<file path="config.mk">
export PLATFORM = sky130hd
export DESIGN_NAME = tbiop_port
export DESIGN_NICKNAME = d
export VERILOG_FILES = /design/src/logic/tbiop_pkg.sv /design/src/logic/tbiop_port.sv
export SDC_FILE = /design/constraint.sdc
export NUM_CORES = 1
export LEC_CHECK = 0
export ABC_AREA = 1
export BUFFER_PORTS_ARGS = -buffer_cell sky130_fd_sc_hd__buf_4
export CORE_ASPECT_RATIO = 0.5
export CORE_MARGIN = 2
export CORE_UTILIZATION = 25
export CTS_CLUSTER_SIZE = 40
export DETAILED_ROUTE_END_ITERATION = 12
export PLACE_DENSITY = 0.6
export SYNTH_ARGS = -nofsm -noshare
export SYNTH_HDL_FRONTEND = slang
export SYNTH_SLANG_ARGS = --single-unit
</file>
<file path="constraint.sdc">
create_clock -name pclk -period 0.8 [get_ports pclk]
set_input_delay 0.04 -clock pclk [delete_from_list [all_inputs] [get_ports pclk]]
set_output_delay 0.04 -clock pclk [all_outputs]
set_load 0.05 [all_outputs]
</file>
<file path="src/logic/tbiop_pkg.sv">
// Constants for the three-bit I/O port: register map, field positions, reset values.
// Assumes an APB slave with 32-bit data; each register takes one aligned word.
//
// Behaviour
// - Three pins, each separately set as input or output.
// - Direction bit one tristates the pin driver; pin acts as input.
// - Direction bit zero drives the pin from its output latch bit.
// - Analog-selected pin has digital input off; its data bit reads zero.
// - Direction bit still controls driver in analog mode; software keeps inputs.
// - Power-on reset leaves all three pins as analog inputs.
// - Latch register reads return latch contents, not pin levels.
// - Bit 6 enables local pull-ups, qualified per pin by direction.
// - Bit 7 enables neighbour port pull-ups, qualified by its direction bits.
// - Pull-up is forced off on any pin configured as output.
// - Both pull-up enable bits clear on reset.
// - Bits 5..3 of pin register and unused latch/direction bits read zero.
// - Bits 2..0 of pin register read current pin input levels; analog-selected pins read zero.
// - Latch-driven output ignores the pin's analog configuration.
// - Parallel port in use puts read, write strobe, byte enable on pins 0..2.
package tbiop_pkg;
   // ==========================================================
   // Register byte addresses
   localparam logic [3:0] TBIOP_OFF_PIN_LEVEL  = 4'h0;
   localparam logic [3:0] TBIOP_OFF_LATCH      = 4'h4;
   localparam logic [3:0] TBIOP_OFF_DIRECTION  = 4'h8;
   localparam logic [3:0] TBIOP_OFF_ANALOG_SEL = 4'hC;
   // ==========================================================
   // Field positions
   localparam int TBIOP_NEIGHBOUR_PU_BIT = 7;
   localparam int TBIOP_LOCAL_PU_BIT     = 6;
   localparam int TBIOP_ANALOG_LSB       = 5;
   // ==========================================================
   // Reset values
   localparam logic [2:0] TBIOP_RST_LATCH     = 3'h0;
   localparam logic [2:0] TBIOP_RST_DIRECTION = 3'h7;
   localparam logic [7:0] TBIOP_RST_ANALOG    = 8'h00;
   localparam logic       TBIOP_RST_PULLUP    = 1'b0;
endpackage

</file>
<file path="src/logic/tbiop_port.sv">
// Three-pin general-purpose I/O port with APB register access.
// Assumes synchronous pin inputs, one clock pclk, async active-low presetn.
// Every output leaves a flip-flop, so pins follow a register write one cycle later.
// The slave answers with no wait state: pready rises the cycle after setup.
// Unmapped addresses answer with pslverr and read zero; writes there are dropped.
// The parallel port strobes are plain inputs; their owner decides when to assert them.
// Pins used for analog must be kept as inputs by software; the logic does not force it.
// Neighbour pull-ups are only computed here; that port's pads sit elsewhere.
`timescale 1ns/10ps
module tbiop_port
   import tbiop_pkg::*;
#(
   parameter int NUM_PINS = 3
) (
   input  wire logic        pclk,
   input  wire logic        presetn,
   input  wire logic        psel,
   input  wire logic        penable,
   input  wire logic        pwrite,
   input  wire logic [31:0] paddr,
   input  wire logic [31:0] pwdata,
   output logic      [31:0] prdata,
   output logic             pready,
   output logic             pslverr,
   input  wire logic [2:0]  pin_in,
   output logic      [2:0]  pin_out,
   output logic      [2:0]  pin_oe,
   output logic      [2:0]  pin_pullup,
   output logic      [2:0]  pin_analog,
   input  wire logic        parallel_enable,
   input  wire logic        parallel_read_strobe,
   input  wire logic        parallel_write_strobe,
   input  wire logic        parallel_byte_enable,
   input  wire logic [7:0]  neighbour_direction,
   output logic      [7:0]  neighbour_pullup
);
   // ==========================================================
   // Elaboration check
   if (NUM_PINS != 3) begin : g_bad
      $error("tbiop_port supports exactly three pins");
   end

   // ==========================================================
   // Registers
   logic [2:0] output_latch;
   logic [2:0] pin_direction;
   logic [7:0] analog_select_low;
   logic       local_pullup_enable;
   logic       neighbour_pullup_enable;

   // Bus decode
   wire        bus_access = psel & penable;
   wire        bus_wr     = bus_access & pwrite;
   wire        addr_hit_pin = paddr[31:4] == 28'h0000000 && paddr[3:0] == TBIOP_OFF_PIN_LEVEL;
   wire        addr_hit_lat = paddr[31:4] == 28'h0000000 && paddr[3:0] == TBIOP_OFF_LATCH;
   wire        addr_hit_dir = paddr[31:4] == 28'h0000000 && paddr[3:0] == TBIOP_OFF_DIRECTION;
   wire        addr_hit_ana = paddr[31:4] == 28'h0000000 && paddr[3:0] == TBIOP_OFF_ANALOG_SEL;
   wire        addr_ok = addr_hit_pin | addr_hit_lat | addr_hit_dir | addr_hit_ana;

   // Pin 0..2 analog selects; cfg bit one means digital
   wire [2:0]  analog_mode = ~analog_select_low[TBIOP_ANALOG_LSB +: 3];
   // Digital input path, zero while analog
   wire [2:0]  digital_in = pin_in & ~analog_mode;
   wire [7:0]  pin_reg_view = {neighbour_pullup_enable, local_pullup_enable,
                               3'h0, digital_in};
   wire [31:0] next_prdata =
      addr_hit_pin ? {24'h000000, pin_reg_view} :
      addr_hit_lat ? {29'h00000000, output_latch} :
      addr_hit_dir ? {29'h00000000, pin_direction} :
      addr_hit_ana ? {24'h000000, analog_select_low} : 32'h00000000;

   // Pin drive: parallel port strobes override latch when enabled
   wire [2:0]  parallel_drive = {parallel_byte_enable, parallel_write_strobe,
                                 parallel_read_strobe};
   wire [2:0]  next_pin_out = parallel_enable ? parallel_drive : output_latch;
   wire [2:0]  next_pin_oe  = ~pin_direction;
   wire [2:0]  next_pullup  = {3{local_pullup_enable}} & pin_direction;
   wire [7:0]  next_nb_pu   = {8{neighbour_pullup_enable}} & neighbour_direction;

   // Register writes, taken in the access phase
   always_ff @(posedge pclk or negedge presetn) begin
      if (!presetn) begin
         output_latch            <= TBIOP_RST_LATCH;
         pin_direction           <= TBIOP_RST_DIRECTION;
         analog_select_low       <= TBIOP_RST_ANALOG;
         local_pullup_enable     <= TBIOP_RST_PULLUP;
         neighbour_pullup_enable <= TBIOP_RST_PULLUP;
      end else if (bus_wr) begin
         if (addr_hit_pin) begin
            output_latch            <= pwdata[2:0];
            local_pullup_enable     <= pwdata[TBIOP_LOCAL_PU_BIT];
            neighbour_pullup_enable <= pwdata[TBIOP_NEIGHBOUR_PU_BIT];
         end
         if (addr_hit_lat) begin
            output_latch <= pwdata[2:0];
         end
         if (addr_hit_dir) begin
            pin_direction <= pwdata[2:0];
         end
         if (addr_hit_ana) begin
            analog_select_low <= pwdata[7:0];
         end
      end
   end

   // Registered outputs and APB answer (no wait state)
   always_ff @(posedge pclk or negedge presetn) begin
      if (!presetn) begin
         prdata           <= 32'h00000000;
         pready           <= 1'b0;
         pslverr          <= 1'b0;
         pin_out          <= 3'h0;
         pin_oe           <= 3'h0;
         pin_pullup       <= 3'h0;
         pin_analog       <= 3'h7;
         neighbour_pullup <= 8'h00;
      end else begin
         pready           <= psel & ~penable;
         pslverr          <= psel & ~penable & ~addr_ok;
         prdata           <= (psel & ~penable & ~pwrite) ? next_prdata : 32'h00000000;
         pin_out          <= next_pin_out;
         pin_oe           <= next_pin_oe;
         pin_pullup       <= next_pullup;
         pin_analog       <= analog_mode;
         neighbour_pullup <= next_nb_pu;
      end
   end

   // ==========================================================
   // Assertions
   property p_input_tristate;
      @(posedge pclk) disable iff (!presetn)
      (pin_direction != $past(pin_direction)) |-> pin_oe == ~$past(pin_direction);
   endproperty
   a_input_tristate: assert property (p_input_tristate) else $error("oe not from dir");

   property p_drive_latch;
      @(posedge pclk) disable iff (!presetn)
      ##1 !$past(parallel_enable) |-> pin_out == $past(output_latch);
   endproperty
   a_drive_latch: assert property (p_drive_latch) else $error("pin_out not latch");

   property p_pullup_off_output;
      @(posedge pclk) disable iff (!presetn)
      ##1 (pin_oe & pin_pullup) == 3'h0;
   endproperty
   a_pullup_off_output: assert property (p_pullup_off_output) else $error("pullup on output");

   property p_pin_read;
      @(posedge pclk) disable iff (!presetn)
      (psel && !penable && !pwrite && addr_hit_pin) |=>
         prdata[2:0] == ($past(pin_in) & ~$past(analog_mode)) && prdata[5:3] == 3'h0;
   endproperty
   a_pin_read: assert property (p_pin_read) else $error("pin read wrong");

   property p_latch_read;
      @(posedge pclk) disable iff (!presetn)
      (psel && !penable && !pwrite && addr_hit_lat) |=> prdata == {29'h0, $past(output_latch)};
   endproperty
   a_latch_read: assert property (p_latch_read) else $error("latch read wrong");

   property p_pin_write_latch;
      @(posedge pclk) disable iff (!presetn)
      (bus_wr && addr_hit_pin) |=> output_latch == $past(pwdata[2:0]);
   endproperty
   a_pin_write_latch: assert property (p_pin_write_latch) else $error("latch not written");

   property p_parallel;
      @(posedge pclk) disable iff (!presetn)
      ##1 $past(parallel_enable) |-> pin_out == $past(parallel_drive);
   endproperty
   a_parallel: assert property (p_parallel) else $error("strobes not on pins");

   property p_neighbour_pu;
      @(posedge pclk) disable iff (!presetn)
      ##1 !$past(neighbour_pullup_enable) |-> neighbour_pullup == 8'h00;
   endproperty
   a_neighbour_pu: assert property (p_neighbour_pu) else $error("neighbour pullup on");

   // Output enable always mirrors the inverted direction bits
   property p_oe_follows_dir;
      @(posedge pclk) disable iff (!presetn)
      1'b1 |=> pin_oe == ~$past(pin_direction);
   endproperty
   a_oe_follows_dir: assert property (p_oe_follows_dir) else $error("oe not dir");

   // Direction still rules the driver whatever the analog selection
   property p_oe_in_analog;
      @(posedge pclk) disable iff (!presetn)
      (pin_direction == 3'h0) |=> pin_oe == 3'h7;
   endproperty
   a_oe_in_analog: assert property (p_oe_in_analog) else $error("analog hid oe");

   // Analog flag output follows the selection register
   property p_analog_flag;
      @(posedge pclk) disable iff (!presetn)
      1'b1 |=> pin_analog == $past(analog_mode);
   endproperty
   a_analog_flag: assert property (p_analog_flag) else $error("analog flag wrong");

   // Local pull-ups follow enable and direction bits
   property p_local_pullup;
      @(posedge pclk) disable iff (!presetn)
      1'b1 |=> pin_pullup == ({3{$past(local_pullup_enable)}} & $past(pin_direction));
   endproperty
   a_local_pullup: assert property (p_local_pullup) else $error("local pullup wrong");

   // Pin register write stores the local pull-up enable
   property p_pullup_enable_write;
      @(posedge pclk) disable iff (!presetn)
      (bus_wr && addr_hit_pin) |=> local_pullup_enable == $past(pwdata[TBIOP_LOCAL_PU_BIT]);
   endproperty
   a_pullup_enable_write: assert property (p_pullup_enable_write) else $error("pu en");

   // Neighbour pull-ups follow enable and neighbour direction
   property p_neighbour_follow;
      @(posedge pclk) disable iff (!presetn)
      1'b1 |=> neighbour_pullup ==
         ({8{$past(neighbour_pullup_enable)}} & $past(neighbour_direction));
   endproperty
   a_neighbour_follow: assert property (p_neighbour_follow) else $error("nb pullup");

   // Latch register write lands in the latch
   property p_latch_write;
      @(posedge pclk) disable iff (!presetn)
      (bus_wr && addr_hit_lat) |=> output_latch == $past(pwdata[2:0]);
   endproperty
   a_latch_write: assert property (p_latch_write) else $error("latch write lost");

   // Direction register write lands in the direction bits
   property p_dir_write;
      @(posedge pclk) disable iff (!presetn)
      (bus_wr && addr_hit_dir) |=> pin_direction == $past(pwdata[2:0]);
   endproperty
   a_dir_write: assert property (p_dir_write) else $error("direction write lost");

   // Pin register read shows enables on top and zeros above them
   property p_pin_read_upper;
      @(posedge pclk) disable iff (!presetn)
      (psel && !penable && !pwrite && addr_hit_pin) |=> prdata[31:8] == 24'h000000 &&
         prdata[7:6] == {$past(neighbour_pullup_enable), $past(local_pullup_enable)};
   endproperty
   a_pin_read_upper: assert property (p_pin_read_upper) else $error("pin read top");

   // Direction read returns three bits, upper bits zero
   property p_dir_read;
      @(posedge pclk) disable iff (!presetn)
      (psel && !penable && !pwrite && addr_hit_dir) |=>
         prdata == {29'h00000000, $past(pin_direction)};
   endproperty
   a_dir_read: assert property (p_dir_read) else $error("direction read wrong");

   // Latch drive ignores analog selection
   property p_latch_output_analog;
      @(posedge pclk) disable iff (!presetn)
      (!parallel_enable && analog_mode != 3'h0) |=> pin_out == $past(output_latch);
   endproperty
   a_latch_output_analog: assert property (p_latch_output_analog) else $error("analog out");

   // Pin register write data reaches the latch and pull-up enable bits only
   property p_pin_write_dir_kept;
      @(posedge pclk) disable iff (!presetn)
      (bus_wr && addr_hit_pin) |=> $stable(pin_direction);
   endproperty
   a_pin_write_dir_kept: assert property (p_pin_write_dir_kept) else $error("dir hit");

   // Ready is a single-cycle pulse
   property p_ready_pulse;
      @(posedge pclk) disable iff (!presetn)
      pready |=> !pready;
   endproperty
   a_ready_pulse: assert property (p_ready_pulse) else $error("pready held");

   // Setup cycle always gets an answer next cycle
   property p_ready_after_setup;
      @(posedge pclk) disable iff (!presetn)
      (psel && !penable) |=> pready;
   endproperty
   a_ready_after_setup: assert property (p_ready_after_setup) else $error("no pready");

   // Unmapped address is refused with an error
   property p_err_unmapped;
      @(posedge pclk) disable iff (!presetn)
      (psel && !penable && !addr_ok) |=> pslverr && pready;
   endproperty
   a_err_unmapped: assert property (p_err_unmapped) else $error("no pslverr");

   // Mapped address never raises an error
   property p_no_err_mapped;
      @(posedge pclk) disable iff (!presetn)
      (psel && !penable && addr_ok) |=> !pslverr;
   endproperty
   a_no_err_mapped: assert property (p_no_err_mapped) else $error("spurious pslverr");

   // Unmapped writes leave the latch, direction and analog select registers alone
   property p_unmapped_write;
      @(posedge pclk) disable iff (!presetn)
      (bus_wr && !addr_ok) |=> $stable(output_latch) && $stable(pin_direction) &&
         $stable(analog_select_low);
   endproperty
   a_unmapped_write: assert property (p_unmapped_write) else $error("unmapped write landed");

   // Read data is zero outside an answer
   property p_idle_read_zero;
      @(posedge pclk) disable iff (!presetn)
      !psel |=> prdata == 32'h00000000;
   endproperty
   a_idle_read_zero: assert property (p_idle_read_zero) else $error("prdata not idle");
endmodule

</file>
==> metrics.txt <==
status finished, violations left; failing checks negative setup slack; cell taking the most area after synthesis dfrtp_1; final setup violation count between 50 and 60; Sink Count 46; Peak VDD IR 0.683 mV; Initial Utilization 0.263; WP data arrival around 1200 ps; Worst Path Required approximately 1000 ps; switching share of power 0.258; largest net degree at the start of global routing 19; Syn Area/Cell roughly 8.7 um^2; worst r2r dst prdata[1]; fin nets a little under 500; CP Max Fanout 4; Post-DRT Antenna Nets 0; PortBufs 89; # placed instances ~480; synthesized area around 2200 um^2; final-report hold violation count 0; DRC errors left 0; CTS Buf Count 5; post-route clock period utilization 1.25; final slew viol count 0; vias in the first global route just over 2,000; FMAX roughly 1000 MHz; synth unique cells 24; Initial DRC Count 61; sequential share of the synthesized area 0.537; Die ar. ~9400 um^2; share of cells above drive strength 1 0.582; Psw between 1 and 1.5 mW; post-synth top area share 0.463; cell internal pwr roughly 3.9 mW; Setup WS pre-CTS -498 ps; fin worst setup slack -200 ps; clock-pin slew on the worst setup and hold paths 60 ps; via count 2,107; H-tree levels 2; I/O pins between 100 and 150; pwr/cell area 1280 nW/um^2; antenna violations before repair 0; Final Core Density 0.503; DP HPWL about 4.2 mm; final std cell area, no fill between 4000 and 5000 um^2; r2r startpoint pin_direction[1]; hold crit path type primary input to flop; Max Cap Viol 0; Core Area between 8000 and 9000 um^2; worst skew pair latency around 280 ps; final WL between 5 and 6 mm; Clk network pwr share 0.372; Die Y about 70 um; CP Capture Type flop; CTS tree built; Flop pwr share 0.446; RSZ-0062 raised after global routing true; chip width between 100 and 150 um; top post-synthesis cells by area dfrtp_1 46%, nand2_1 11%, buf_4 8.7%; vias per std cell 4.10; CP Class primary input to flop; Final Instance Count excl. Fillers approximately 510; Max clock buf depth 2; First-pass DRT Iterations 4; total design power about 5.3 mW; final setup TNS -5130 ps; gpl congestion about 0.8; worst-case reg-to-reg path depth 4; number of diodes 0; Avg WL per Cell 11.5 um; Reg2Reg Setup Slack -160 ps; Critical Path End prdata[1]; Total GRT Usage 0.122; Root Buffer clkbuf_16; Placed Area 3180 um^2; Synth-to-Final Area Change 91.1%; Clock Skew roughly 4.6 ps; # rows 23; #FFs+latches synth between 40 and 50; Tmin final ~1000 ps; Static Leakage ~2.1 nW; combinational power share 0.182; first-pass GRT wire length between 9 and 10 mm; grt ovf 0; crit path launch paddr[1]; hold slack final slightly above 6 ps; Syn Inst Count ~250; Worst Setup Start Kind primary input; Yosys warnings 0
==> per-layer routing <==
layer / global-route usage / vias to the layer above / wire length [um]
met1: 0.149 / 990 / 2460
li1: - / 1023 / -
met3: 0.0270 / 11 / 350
met2: 0.212 / 83 / 3010
met4: 0.0475 / 0 / 118
met5: 0 / - / 0
==> power by group through the flow <==
stage          sequential, mW  clock [mW]  combinational [mW]
2_1_floorplan            2.44           0               0.419
3_3_place_gp             2.39           0               0.777
3_5_place_dp             2.39           0               0.780
4_1_cts                  2.35        2.03               0.896
5_1_grt                  2.35        2.11                1.02
6_report                 2.35        1.96               0.959
==> worst min-delay path by stage <==
stage               from                   end  slack (ps)  cells after the start
2_1_floorplan    presetn  analog_select_low[0]        -260                      0
3_3_place_gp     presetn  analog_select_low[2]         -80                      1
3_5_place_dp     presetn  analog_select_low[2]         -80                      1
4_1_cts        pwdata[3]  analog_select_low[3]           2                      3
5_1_grt        pwdata[3]  analog_select_low[3]           1                      3
6_report       pwdata[3]  analog_select_low[3]           6                      3
==> kinds of logic (layout without fill, tap and decap cells) <==
group / count (synthesis) / after routing / share of synthesized area
other cells: 1 / 24 / 0.00174
buf+inv: 58 / 187 / 0.149
compound gates: 14 / 14 / 0.0377
flops: 46 / 46 / 0.537
simple gates: 130 / 131 / 0.275
==> cells in the final DEF, fill, tap and decap left out, types with 3 or more instances in the layout <==
| master | Yosys | routed |
|---|---|---|
| nor2_4 | 1 | 9 |
| buf_6 | 1 | 52 |
| clkbuf_1 | 1 | 3 |
| inv_2 | 1 | 9 |
| nor2_1 | 31 | 10 |
| nand3_1 | 21 | 13 |
| o21ai_1 | 0 | 3 |
| buf_8 | 0 | 3 |
| dfrtp_1 | 40 | 39 |
| inv_1 | 29 | 21 |
| buf_4 | 25 | 68 |
| nand3_2 | 0 | 7 |
| dfstp_2 | 6 | 6 |
| nand2_1 | 61 | 28 |
| nand2_4 | 2 | 15 |
| o21ai_0 | 9 | 4 |
| nor2_2 | 0 | 13 |
| clkbuf_16 | 0 | 5 |
| dlygate4sd3_1 | 0 | 21 |
| buf_12 | 0 | 4 |
| o21ai_2 | 3 | 5 |
| conb_1 | 1 | 24 |
| nand2_2 | 4 | 23 |
| nor3_2 | 3 | 3 |
==> synth_stat cells, drive strengths merged <==
cell    count
a21oi       2
and2        1
buf        26
clkbuf      1
conb        1
dfrtp      40
dfstp       6
inv        31
nand2      67
nand3      21
nand4       2
nor2       33
nor3        5
o21ai      12
or2         1
==> layout make-up <==
type	instances	area [um^2]
well taps	112	140
clock buffers	8	136
repair buffers	148	1430
fillers	727	4080
flip-flops and latches	46	1160
inverters	31	129
multi-input cells	169	1130
==> state kept, by name, indices dropped and copies added, names as in the netlist <==
signal                   flops
pin_oe                       3
pready                       1
pin_direction                3
pin_analog                   3
pslverr                      1
output_latch                 3
pin_pullup                   3
neighbour_pullup_enable      1
prdata                       8
neighbour_pullup             8
local_pullup_enable          1
pin_out                      3
analog_select_low            8
==> worst max-delay path: stages <==
cell and delay (ps):
buf_4 110, or2_4 280, nor3_4 270, buf_4 190
nand3_2 80, nand2_2 90, nor2_2 40, nor2_2 110
==> what timing repair did <==
action,in CTS,in global routing
endpoints found under the setup margin,58,68
gates resized for setup,84,77
hold buffers,21,0
gates cloned,2,0
buffers inserted,3,3
pin swaps,19,38
endpoints found under the hold margin,64,0
Note: power is estimated with default switching activity, not from simulation.
